`src/verilog/csp_regs.svh`:
```
`ifndef CSP_REGS_SVH
`define CSP_REGS_SVH
// special-function addresses, all pages
`define CSP_ADDR_STACK_TOP 8'h81
`define CSP_ADDR_PTR_LOW 8'h82
`define CSP_ADDR_PTR_HIGH 8'h83
`define CSP_ADDR_STATUS 8'hd0
`define CSP_ADDR_ACCUM 8'he0
// reset values
`define CSP_RST_STACK_TOP 8'h07
`define CSP_RST_PTR_LOW 8'h00
`define CSP_RST_PTR_HIGH 8'h00
`define CSP_RST_STATUS 8'h00
`define CSP_RST_ACCUM 8'h00
// status word bit positions
`define CSP_BIT_CARRY 7
`define CSP_BIT_HALF 6
`define CSP_BIT_USER_A 5
`define CSP_BIT_BANK_HI 4
`define CSP_BIT_BANK_LO 3
`define CSP_BIT_OVERFLOW 2
`define CSP_BIT_USER_B 1
`define CSP_BIT_PARITY 0
`endif

```
`src/verilog/csp_pkg.sv`:
```
package csp_pkg;
  // arithmetic operation classes driven by the datapath
  typedef enum logic [2:0] {
    CSP_OP_NONE = 3'h0,
    CSP_OP_ADD = 3'h1,
    CSP_OP_ADD_WITH_CARRY = 3'h3,
    CSP_OP_SUBTRACT_WITH_BORROW = 3'h2,
    CSP_OP_MUL = 3'h6,
    CSP_OP_DIV = 3'h7,
    CSP_OP_OTHER = 3'h5
  } csp_op_t;
  typedef logic [7:0] csp_byte_t;
endpackage : csp_pkg

```
`src/verilog/csp_core_regs.sv`:
```
`timescale 1ns/10ps
`include "csp_regs.svh"
module csp_core_regs
  import csp_pkg::*;
(
  // clock and reset
  input wire logic core_clk,
  input wire logic rstn,
  // special-function register access
  input wire csp_pkg::csp_byte_t sfr_addr,
  input wire logic sfr_wr,
  input wire logic sfr_rd,
  input wire csp_pkg::csp_byte_t sfr_wdata,
  output csp_pkg::csp_byte_t sfr_rdata,
  output logic sfr_hit,
  // datapath updates
  input wire logic push_req,
  input wire logic acc_load,
  input wire csp_pkg::csp_byte_t acc_value,
  input wire csp_pkg::csp_op_t arith_op,
  input wire csp_pkg::csp_byte_t arith_b,
  // state to datapath
  output csp_pkg::csp_byte_t stack_top_pointer,
  output csp_pkg::csp_byte_t push_addr,
  output logic push_strobe,
  output logic [15:0] indirect_pointer,
  output csp_pkg::csp_byte_t program_status_word,
  output csp_pkg::csp_byte_t accumulator,
  output logic [4:0] bank_base
);
  import csp_pkg::*;
  ////////////////////////////////////////////////////////////////////////
  csp_byte_t sp_ff, dpl_ff, dph_ff, psw_ff, acc_ff;
  csp_byte_t nxt_sp;
  csp_byte_t rdata_ff;
  logic hit_ff;
  csp_byte_t push_addr_ff;
  logic push_strobe_ff;
  logic fl_carry, fl_half, fl_ovf, fl_ovf_touch;
  logic arith_touch;
  logic wr_sp, wr_dpl, wr_dph, wr_psw, wr_acc;
  logic parity;
  assign wr_sp = sfr_wr && (sfr_addr == `CSP_ADDR_STACK_TOP);
  assign wr_dpl = sfr_wr && (sfr_addr == `CSP_ADDR_PTR_LOW);
  assign wr_dph = sfr_wr && (sfr_addr == `CSP_ADDR_PTR_HIGH);
  assign wr_psw = sfr_wr && (sfr_addr == `CSP_ADDR_STATUS);
  assign wr_acc = sfr_wr && (sfr_addr == `CSP_ADDR_ACCUM);
  assign arith_touch = (arith_op == CSP_OP_ADD) ||
    (arith_op == CSP_OP_ADD_WITH_CARRY) || (arith_op == CSP_OP_SUBTRACT_WITH_BORROW) ||
    (arith_op == CSP_OP_OTHER) || (arith_op == CSP_OP_MUL) ||
    (arith_op == CSP_OP_DIV);
  ////////////////////////////////////////////////////////////////////////
  // flags from current accumulator and operand
  csp_flag_unit i_csp_flag_unit (
    .op(arith_op),
    .opnd_a(acc_ff),
    .opnd_b(arith_b),
    .carry_in(psw_ff[`CSP_BIT_CARRY]),
    .carry_out(fl_carry),
    .half_out(fl_half),
    .ovf_out(fl_ovf),
    .ovf_touch(fl_ovf_touch)
  );
  ////////////////////////////////////////////////////////////////////////
  // stack pointer: push wins over a same-cycle write, it is the datapath's
  assign nxt_sp = sp_ff + 8'h01;
  always_ff @(posedge core_clk) begin
    if (!rstn) begin
      sp_ff <= `CSP_RST_STACK_TOP;
    end else if (push_req) begin
      sp_ff <= nxt_sp;
    end else if (wr_sp) begin
      sp_ff <= sfr_wdata;
    end
  end
  always_ff @(posedge core_clk) begin
    if (!rstn) begin
      push_addr_ff <= 8'h00;
      push_strobe_ff <= 1'b0;
    end else begin
      push_strobe_ff <= push_req;
      if (push_req) begin
        push_addr_ff <= nxt_sp;
      end
    end
  end
  ////////////////////////////////////////////////////////////////////////
  // indirect pointer bytes
  always_ff @(posedge core_clk) begin
    if (!rstn) begin
      dpl_ff <= `CSP_RST_PTR_LOW;
      dph_ff <= `CSP_RST_PTR_HIGH;
    end else begin
      if (wr_dpl) begin
        dpl_ff <= sfr_wdata;
      end
      if (wr_dph) begin
        dph_ff <= sfr_wdata;
      end
    end
  end
  ////////////////////////////////////////////////////////////////////////
  // accumulator: software write wins over datapath load
  always_ff @(posedge core_clk) begin
    if (!rstn) begin
      acc_ff <= `CSP_RST_ACCUM;
    end else if (wr_acc) begin
      acc_ff <= sfr_wdata;
    end else if (acc_load) begin
      acc_ff <= acc_value;
    end
  end
  ////////////////////////////////////////////////////////////////////////
  // status word; parity bit is never stored, it follows the accumulator
  csp_byte_t nxt_psw;
  always_comb begin
    nxt_psw = psw_ff;
    if (wr_psw) begin
      nxt_psw = sfr_wdata;
    end else if (arith_touch) begin
      nxt_psw[`CSP_BIT_CARRY] = fl_carry;
      nxt_psw[`CSP_BIT_HALF] = fl_half;
      if (fl_ovf_touch) begin
        nxt_psw[`CSP_BIT_OVERFLOW] = fl_ovf;
      end
    end
    // a write to the read-only bit is dropped
    nxt_psw[`CSP_BIT_PARITY] = 1'b0;
  end
  always_ff @(posedge core_clk) begin
    if (!rstn) begin
      psw_ff <= `CSP_RST_STATUS;
    end else begin
      psw_ff <= nxt_psw;
    end
  end
  ////////////////////////////////////////////////////////////////////////
  // named status fields; user flags and bank bits see software only
  logic carry_flag, half_carry_flag, user_flag_a, overflow_flag;
  logic bank_select_high, bank_select_low, user_flag_b;
  csp_byte_t psw_view;
  assign carry_flag = psw_ff[`CSP_BIT_CARRY];
  assign half_carry_flag = psw_ff[`CSP_BIT_HALF];
  assign user_flag_a = psw_ff[`CSP_BIT_USER_A];
  assign bank_select_high = psw_ff[`CSP_BIT_BANK_HI];
  assign bank_select_low = psw_ff[`CSP_BIT_BANK_LO];
  assign overflow_flag = psw_ff[`CSP_BIT_OVERFLOW];
  assign user_flag_b = psw_ff[`CSP_BIT_USER_B];
  assign psw_view = {carry_flag, half_carry_flag, user_flag_a,
    bank_select_high, bank_select_low, overflow_flag, user_flag_b, parity};
  ////////////////////////////////////////////////////////////////////////
  // parity as an xor chain, one stage per accumulator bit
  logic [8:0] par_chain;
  assign par_chain[0] = 1'b0;
  for (genvar gi = 0; gi < 8; gi++) begin : g_parity
    assign par_chain[gi+1] = par_chain[gi] ^ acc_ff[gi];
  end
  assign parity = par_chain[8];
  ////////////////////////////////////////////////////////////////////////
  // read path, one cycle latency; reserved locations are not claimed
  csp_byte_t nxt_rdata;
  logic nxt_hit;
  always_comb begin
    nxt_hit = 1'b0;
    nxt_rdata = 8'h00;
    if (sfr_rd) begin
      nxt_hit = 1'b1;
      case (sfr_addr)
        `CSP_ADDR_STACK_TOP: nxt_rdata = sp_ff;
        `CSP_ADDR_PTR_LOW: nxt_rdata = dpl_ff;
        `CSP_ADDR_PTR_HIGH: nxt_rdata = dph_ff;
        `CSP_ADDR_STATUS: nxt_rdata = psw_view;
        `CSP_ADDR_ACCUM: nxt_rdata = acc_ff;
        default: nxt_hit = 1'b0;
      endcase
    end
  end
  // registered so the bus sees a clean value for the whole cycle
  always_ff @(posedge core_clk) begin
    if (!rstn) begin
      rdata_ff <= 8'h00;
      hit_ff <= 1'b0;
    end else begin
      rdata_ff <= nxt_rdata;
      hit_ff <= nxt_hit;
    end
  end
  ////////////////////////////////////////////////////////////////////////
  // registered copies for the datapath
  csp_byte_t psw_out_ff;
  logic [4:0] bank_ff;
  always_ff @(posedge core_clk) begin
    if (!rstn) begin
      psw_out_ff <= `CSP_RST_STATUS;
      bank_ff <= 5'h00;
    end else begin
      psw_out_ff <= psw_view;
      bank_ff <= {bank_select_high, bank_select_low, 3'h0};
    end
  end
  // outputs that are plain register copies
  assign stack_top_pointer = sp_ff;
  assign indirect_pointer = {dph_ff, dpl_ff};
  assign accumulator = acc_ff;
  assign program_status_word = psw_out_ff;
  assign bank_base = bank_ff;
  assign push_addr = push_addr_ff;
  assign push_strobe = push_strobe_ff;
  assign sfr_rdata = rdata_ff;
  assign sfr_hit = hit_ff;
endmodule : csp_core_regs

```
`src/verilog/csp_flag_unit.sv`:
```
`timescale 1ns/10ps
// flag computation for one arithmetic operation
module csp_flag_unit
  import csp_pkg::*;
(
  // operation
  input wire csp_pkg::csp_op_t op,
  input wire csp_pkg::csp_byte_t opnd_a,
  input wire csp_pkg::csp_byte_t opnd_b,
  input wire logic carry_in,
  // flags
  output logic carry_out,
  output logic half_out,
  output logic ovf_out,
  output logic ovf_touch
);
  import csp_pkg::*;
  logic [8:0] sum9;
  logic [4:0] sum5;
  logic [15:0] prod;
  logic cin;
  always_comb begin
    cin = (op == CSP_OP_ADD) ? 1'b0 : carry_in;
    sum9 = 9'h000;
    sum5 = 5'h00;
    prod = 16'h0000;
    carry_out = 1'b0;
    half_out = 1'b0;
    ovf_out = 1'b0;
    ovf_touch = 1'b0;
    case (op)
      CSP_OP_ADD, CSP_OP_ADD_WITH_CARRY: begin
        sum9 = {1'b0, opnd_a} + {1'b0, opnd_b} + {8'h00, cin};
        sum5 = {1'b0, opnd_a[3:0]} + {1'b0, opnd_b[3:0]} + {4'h0, cin};
        carry_out = sum9[8];
        half_out = sum5[4];
        ovf_out = (opnd_a[7] == opnd_b[7]) && (sum9[7] != opnd_a[7]);
        ovf_touch = 1'b1;
      end
      CSP_OP_SUBTRACT_WITH_BORROW: begin
        sum9 = {1'b0, opnd_a} - {1'b0, opnd_b} - {8'h00, cin};
        sum5 = {1'b0, opnd_a[3:0]} - {1'b0, opnd_b[3:0]} - {4'h0, cin};
        carry_out = sum9[8];
        half_out = sum5[4];
        ovf_out = (opnd_a[7] != opnd_b[7]) && (sum9[7] != opnd_a[7]);
        ovf_touch = 1'b1;
      end
      CSP_OP_MUL: begin
        prod = {8'h00, opnd_a} * {8'h00, opnd_b};
        ovf_out = (prod[15:8] != 8'h00);
        ovf_touch = 1'b1;
      end
      CSP_OP_DIV: begin
        ovf_out = (opnd_b == 8'h00);
        ovf_touch = 1'b1;
      end
      default: begin
        carry_out = 1'b0;
      end
    endcase
  end
endmodule : csp_flag_unit

```
`config.mk`:
```
export PLATFORM = sky130hd
export DESIGN_NAME = csp_core_regs
export DESIGN_NICKNAME = d
export VERILOG_FILES = /design/src/verilog/csp_pkg.sv /design/src/verilog/csp_core_regs.sv /design/src/verilog/csp_flag_unit.sv
export VERILOG_INCLUDE_DIRS = /design/src /design/src/verilog
export SDC_FILE = /design/constraint.sdc
export NUM_CORES = 1
export LEC_CHECK = 0
export ABC_AREA = 1
export BUFFER_PORTS_ARGS = -buffer_cell sky130_fd_sc_hd__buf_4
export CORE_MARGIN = 4
export CORE_UTILIZATION = 50
export CTS_CLUSTER_DIAMETER = 50
export DETAILED_ROUTE_END_ITERATION = 8
export HOLD_SLACK_MARGIN = 0.08
export PLACE_DENSITY = 0.88
export SLEW_MARGIN = 10
export SYNTH_ARGS = -nofsm -noshare
export SYNTH_HDL_FRONTEND = slang
export SYNTH_SLANG_ARGS = --single-unit
```
`constraint.sdc`:
```
create_clock -name core_clk -period 4.3 [get_ports core_clk]
set_input_delay 0.43 -clock core_clk [delete_from_list [all_inputs] [get_ports core_clk]]
set_output_delay 0.43 -clock core_clk [all_outputs]
set_load 0.01 [all_outputs]
```
==> results of run 1 <==
[per-layer routing]
layer  global-route usage [%]  vias to the layer above  wire length, µm
li1                         -                     2762                -
met3                    6.579                       69             2060
met2                    38.53                      377             7788
met5                        0                        -                0
met4                    7.512                        0              552
met1                    34.55                     2772             6935
[final timing paths]
path / cells after the start / start / endpoint
setup reg to reg: 20 / accumulator[5] / psw_ff[2]
hold reg to reg: 2 / psw_ff[2] / program_status_word[2]
setup / recovery: 20 / accumulator[5] / psw_ff[2]
hold / removal: 3 / push_req / push_strobe
[power by group through the flow]
stage	sequential, mW	clock [mW]	combinational (mW)
CTS	0.642	0.702	0.518
detailed placement	0.654	0	0.501
floorplan	0.656	0	0.325
finish	0.644	0.705	0.624
global placement	0.654	0	0.487
global route	0.645	0.732	0.685
[Yosys cell counts, types with 4 or more instances]
library cell and n:
inv_2 8, nor4_1 7, buf_4 6, a31oi_1 7, fa_1 37, buf_2 5
inv_1 173, clkbuf_1 21, nand3_1 29, o21ai_0 31, o211ai_1 6, o211a_1 6
o22ai_1 4, nor3_1 8, nand2_1 210, a221oi_1 7, nor2_1 36, a21oi_1 60
xnor2_1 4, xor2_1 5, ha_1 53, dfxtp_1 65
[per-stage QoR]
stage	total power, mW	hold WS (ns)	utilization (%)	instance area (µm²)	setup TNS, ns
6_report	1.973	0.3592	66.43	7296	0
3_3_place_gp	1.141	0.4251	60.78	6675	-0.1426
3_5_place_dp	1.156	0.4287	60.78	6675	-0.2537
5_1_grt	2.061	0.3897	66.43	7296	-0.1287
4_1_cts	1.862	0.3570	63.60	6985	0
2_1_floorplan	0.9814	0.4071	-	5710	0
[worst max-delay path, delay by kind of cell, from the launching register on]
family / cells / cell delay (ns)
adders and majority gates: 6 / 2.36
and+or+nand+nor: 8 / 0.64
AOI/OAI and AO/OA: 4 / 0.57
DFF: 1 / 0.37
buffers and inverters: 2 / 0.11
[cell families (layout without fill, tap and decap cells)]
| logic type | count (synthesis) | in the layout | synth area share [%] |
|---|---|---|---|
| DFF | 65 | 65 | 22.82 |
| AOI/OAI and AO/OA | 129 | 129 | 13.51 |
| and+or+nand+nor | 306 | 306 | 23.01 |
| xor gates and xnor gates | 9 | 9 | 1.382 |
| other | 1 | 3 | 0.06576 |
| adders and majority gates | 90 | 90 | 24.62 |
| buffers and inverters | 214 | 326 | 14.59 |
[timing repair]
item / CTS / global route
setup endpoints to repair: 1 / 1
resized for setup: 6 / 64
buffers inserted: 0 / 5
pin swaps: 1 / 28
endpoints found under the hold margin: 0 / 0
[final cells by class]
cell class / count / share of cell area (%)
Tap cell: 140 / 2.401
Clock buffer: 10 / 3.276
Multi-Input combinational cell: 537 / 52.74
Inverter: 182 / 9.364
Timing Repair Buffer: 130 / 13.53
Sequential cell: 65 / 18.08
Clock inverter: 4 / 0.6174
[flip-flops by register name, indices dropped and copies added (netlist names)]
signal               cells
accumulator              8
dph_ff                   8
dpl_ff                   8
program_status_word      8
push_addr                8
sfr_rdata                8
stack_top_pointer        8
psw_ff                   7
push_strobe              1
sfr_hit                  1
==> flow_metrics.env, run 1 <==
export IMPL_clkSlewWorstSetupHoldPaths_ns=0.05
export IMPL_startpoint_type="flop"
export IMPL_crit_fanout=6
export IMPL_synth_flop_cell="dfxtp_1"
export IMPL_seq_area_mm2=0.001319
export IMPL_via_count=5980
export IMPL_critical_path_class="reg2reg"
export IMPL_ios=104
export IMPL_r2r_setup_slack_ns=0.09
export IMPL_switching_share_pct=32.14
export IMPL_grt_first_pass_wirelength_um=26470
export IMPL_worst_path_largest_cell_delay_ns=0.58
export IMPL_drc=0
export IMPL_cts_root_buffer="clkbuf_16"
export IMPL_clock_latency_ns=0.33
export IMPL_cp_slowest_cell="fa_1"
export IMPL_p_int_mw=1.339
export IMPL_antenna_cells=0
export IMPL_core_area_mm2=0.01098
export IMPL_clockBufferDepth=2
export IMPL_ys_seq_area_share_pct=22.82
export IMPL_setup_ws_ns=0.09097
export IMPL_fin_cells=1068
export IMPL_yosys_register_bits=65
export IMPL_maxCapViolCount=0
export IMPL_initial_utilization_pct=51.93
export IMPL_h_tree_depth=3
export IMPL_rsz0062_at_grt="yes"
export IMPL_crit_path_frequent_cell="nand2_1"
export IMPL_final_antenna_net_count=0
export IMPL_wl_um=17340
export IMPL_peakVddDrop_v=0.0002237
export IMPL_final_cell_mix="nand2_1, inv_1, buf_4"
export IMPL_final_nets=1056
export IMPL_grt_total_usage_pct=24.98
export IMPL_dp_slack_ns=-0.2537
export IMPL_slew_limit_headroom_pct=41.49
export IMPL_wl_per_cell_um=16.23
export IMPL_fmax_mhz=237.6
export IMPL_fin_skew_ns=0.004702
export IMPL_run_status="finished clean"
export IMPL_syn_inst=814
export IMPL_hold_viol=0
export IMPL_p_sw_mw=0.6342
export IMPL_dpl_hpwl_um=12790
export IMPL_die_area_mm2=0.01318
export IMPL_clkPwrFrac_pct=35.8
export IMPL_io_buffers=100
export IMPL_placed_cells=1049
export IMPL_setup_viol=0
export IMPL_cp_arrival_ns=4.39
export IMPL_cp_end_kind="flop"
export IMPL_fillers=862
export IMPL_vias_per_cell=5.599
export IMPL_multiInputGateArea_mm2=0.003847
export IMPL_tightest_slew_ns=0.8723
export IMPL_place_gp_congestion=0.9828
export IMPL_die_h_um=114.8
export IMPL_synth_area_leaders="dfxtp_1, nand2_1, fa_1"
export IMPL_min_path_type="in2reg"
export IMPL_seq_power_share_pct=32.6
export IMPL_die_x_um=114.8
export IMPL_final_common_cell="nand2_1"
export IMPL_post_synth_num_cell_types=40
export IMPL_synth_edf_count=0
export IMPL_drive_gt1_share_pct=23.38
export IMPL_drv_slew=0
export IMPL_comb_power_share_pct=31.6
export IMPL_antenna_found_initial=0
export IMPL_path_cells="ha_1, fa_1, inv_1, fa_1, inv_1, fa_1, ha_4, ha_4, a21oi_1, o21ai_1, a21oi_2, nand2_1, nand2_1, nand3_2, nor2_1, nand2_1, nand2_1, nand2_1, nand2_1, a21oi_2"
export IMPL_cts_made_buffers=9
export IMPL_crit_required_ns=4.49
export IMPL_grt_pass1_vias=5440
export IMPL_overflow=0
export IMPL_clock_sinks=65
export IMPL_netlist_area_mm2=0.005703
export IMPL_ys_warn_count=0
export IMPL_power_per_cell_area_mw_per_mm2=270.4
export IMPL_leakage_nw=3.881
export IMPL_postCtsHoldBufs=0
export IMPL_synthArstFlopShare_pct=0
export IMPL_timing_final_crit_share_pct=97.88
export IMPL_syn_avg_cell_area_um2=7.006
export IMPL_synth_top_area_cell="dfxtp_1"
export IMPL_num_rows=38
export IMPL_drtIter0Drc=800
export IMPL_cts_tree="done"
export IMPL_area_growth_pct=27.93
export IMPL_grt_max_degree=32
export IMPL_period_minus_slack_ns=4.209
export IMPL_synth_top_area_share_pct=22.82
export IMPL_first_pass_iters=6
No activity file was read; power rests on OpenSTA's default activity.
==> run 2, diff against run 1 <==
GPL_TIMING_DRIVEN = 0   (was default)
PLACE_DENSITY = 0.85   (was 0.88)
SYNTH_HIERARCHICAL = 1   (was default)
clock period = 4.1 ns   (was 4.3 ns; I/O delays follow)
==> run 2 against run 1 <==
  * The flow now finishes with violations (negative setup slack)
  * Clock power is 10% higher
  * Wire length increased by 4.3%
  * Die area rose by 3.3%
  * Clock skew shrank 0.00089 ns
  * Area after synthesis up 3.6%
  * Utilization up 0.80 points
  * Synthesized cell count grew 5.0%
  * Non-clock buffer count grew 23
  * Hold slack got worse by 0.028 ns
  * Register-to-register slack worse by 0.48 ns
  * Critical path depth grew 5
  * Design area rose by 5.7%
==> flow_metrics.env, run 2 <==
export IMPL_run_status="finished, violations left"
export IMPL_failed_checks="negative setup slack"
export IMPL_ys_warn_count=6
export IMPL_wl_per_cell_um=15.95
export IMPL_initial_utilization_pct=51.51
export IMPL_min_path_type="in2reg"
export IMPL_die_area_mm2=0.01362
export IMPL_r2r_start="accumulator[4]"
export IMPL_final_nets=1117
export IMPL_wl_met3_um=1903
export IMPL_maxCapViolCount=0
export IMPL_post_synth_num_cell_types=45
export IMPL_leakage_nw=4.068
export IMPL_power_per_cell_area_mw_per_mm2=281.7
export IMPL_stdcell_area_mm2=0.007709
export IMPL_fin_cells=1134
export IMPL_critical_path_class="reg2reg"
export IMPL_wl_met2_um=8637
export IMPL_ff2ff_path_depth=25
export IMPL_drtIter0Drc=591
export IMPL_setup_viol=1
export IMPL_io_buffers=99
export IMPL_tightest_slew_ns=0.5518
export IMPL_clock_latency_ns=0.33
export IMPL_cts_root_buffer="clkbuf_16"
export IMPL_dp_slack_ns=-0.5663
export IMPL_synthArstFlopShare_pct=0
export IMPL_final_common_cell="nand2_1"
export IMPL_fillers=874
export IMPL_drc=0
export IMPL_synth_top_area_cell="dfxtp_1"
export IMPL_clockBufferDepth=2
export IMPL_worst_path_largest_cell_delay_ns=0.58
export IMPL_drv_slew=0
export IMPL_cp_slowest_cell="fa_2"
export IMPL_timing_rr_end="psw_ff[2]"
export IMPL_die_h_um=116.7
export IMPL_fin_skew_ns=0.003813
export IMPL_overflow=0
export IMPL_syn_inst=855
export IMPL_dpl_hpwl_um=13260
export IMPL_first_pass_iters=7
export IMPL_drt_met1_wl_um=6941
export IMPL_peakVddDrop_v=0.0002700
export IMPL_r2r_setup_slack_ns=-0.39
export IMPL_clock_sinks=65
export IMPL_via_count=6192
export IMPL_clkSlewWorstSetupHoldPaths_ns=0.06
export IMPL_period_minus_slack_ns=4.490
export IMPL_ios=104
export IMPL_h_tree_depth=3
export IMPL_worstHoldStart="push_req"
export IMPL_grt_max_degree=14
export IMPL_setup_ws_ns=-0.3903
export IMPL_num_rows=39
export IMPL_synth_most_common_cell="nand2_1"
export IMPL_placed_cells=1099
export IMPL_vias_per_cell=5.460
export IMPL_whs_ns=0.3313
export IMPL_area_growth_pct=30.50
export IMPL_grt_first_pass_wirelength_um=28590
export IMPL_dpl_cell_area_mm2=0.006975
export IMPL_ys_seq_area_share_pct=22.03
export IMPL_grt_total_usage_pct=26.30
export IMPL_total_power_mw=2.171
export IMPL_hold_viol=0
export IMPL_crit_required_ns=4.33
export IMPL_min_path_cells=3
export IMPL_synth_common_cells="nand2_1, inv_1, dfxtp_1, nor2_1, nand3_1"
export IMPL_synth_edf_count=0
export IMPL_timing_final_crit_share_pct=109.5
export IMPL_netlist_area_mm2=0.005907
export IMPL_synth_area_leaders="dfxtp_1, nand2_1, fa_1"
export IMPL_crit_fanout=5
export IMPL_fmax_mhz=222.7
export IMPL_antenna_found_initial=0
export IMPL_antenna_cells=0
export IMPL_synth_top_area_share_pct=22.03
export IMPL_grt_pass1_vias=6092
export IMPL_syn_avg_cell_area_um2=6.909
export IMPL_min_to="push_strobe"
export IMPL_die_x_um=116.7
export IMPL_place_gp_congestion=0.9502
export IMPL_cts_made_buffers=9
export IMPL_startpoint_type="flop"
export IMPL_crit_path_frequent_cell="nand2_1"
export IMPL_cp_arrival_ns=4.72
export IMPL_wl_um=18090
export IMPL_yosys_register_bits=65
export IMPL_postCtsHoldBufs=0
export IMPL_core_area_mm2=0.01147
export IMPL_cts_tree="done"
export IMPL_cp_end_kind="flop"
export IMPL_final_antenna_net_count=0
export IMPL_rsz0062_at_grt="yes"
export IMPL_slew_limit_headroom_pct=63.21
export IMPL_final_cell_mix="nand2_1, inv_1, buf_4"
export IMPL_synth_flop_cell="dfxtp_1"
export IMPL_drive_gt1_share_pct=26.34
export IMPL_highest_layer="met4"
-- run 2: cell type report --
cell class	count	area, µm²	share of cell area, %
clock buffer	9	225.2	2.922
sequential	65	1331	17.27
inverter	164	620.6	8.051
clock inverter	7	80.08	1.039
timing repair buffer	121	928.4	12.04
multi-input combinational	593	4093	53.09
tap	143	178.9	2.321
buffer	32	251.5	3.262
-- run 2: power breakdown --
part           internal [mW]  leakage, nW  switching (mW)  total, mW
Clock                  0.476        0.148           0.302      0.779
Combinational          0.301         3.39           0.416      0.717
Sequential             0.651        0.534          0.0251      0.676
Total                   1.43         4.07           0.743       2.17
-- run 2: critical path, delay by kind of cell, from the launching register on --
| family | cells | cell delay (ns) |
|---|---|---|
| AO/OA/AOI/OAI | 1 | 0.14 |
| adder cells (fa/ha/maj) | 6 | 2.51 |
| buffers and inverters | 5 | 0.46 |
| flip-flops | 1 | 0.37 |
| AND/OR/NAND/NOR | 13 | 0.89 |
-- run 2: how the worst max path moves through the flow --
| stage | to | startpoint | slack (ns) |
|---|---|---|---|
| final | psw_ff[2] | accumulator[4] | -0.39 |
| after global routing | psw_ff[2] | accumulator[4] | -0.57 |
| after CTS | psw_ff[2] | accumulator[3] | -0.24 |
| after detailed placement | psw_ff[2] | arith_b[4] | -0.57 |
| after global placement | psw_ff[2] | arith_b[4] | -0.51 |
| after floorplan | psw_ff[2] | arith_b[4] | 0.002 |
-- run 2: through the flow --
step                TNS, ns  utilization [%]
floorplan                 0                -
global placement    -0.5149            60.83
detailed placement  -0.5663            60.83
CTS                 -0.2439            65.99
global route        -0.5748            67.22
finish              -0.3903            67.22
-- run 2: timing repair --
action                                  4_1_cts  5_1_grt
endpoints found under the setup margin        1        1
hold endpoints to repair                      0        0
resized for setup                            38       35
pin swaps                                    46       32
buffers inserted                             19        3
-- run 2: layer usage --
metal | vias up | GRT usage, %
met5 | - | 0
met4 | 0 | 11.24
met3 | 63 | 4.352
met2 | 349 | 42.93
met1 | 2851 | 34.45
li1 | 2929 | -
-- run 2: cells by family after synthesis --
family,synth area share [%]
buffers and inverters,13.79
AO/OA/AOI/OAI,11.46
flip-flops,22.03
adder cells (fa/ha/maj),23.51
AND/OR/NAND/NOR,27.58
XOR/XNOR,0.8896
multiplexers,0.6778
other,0.06348
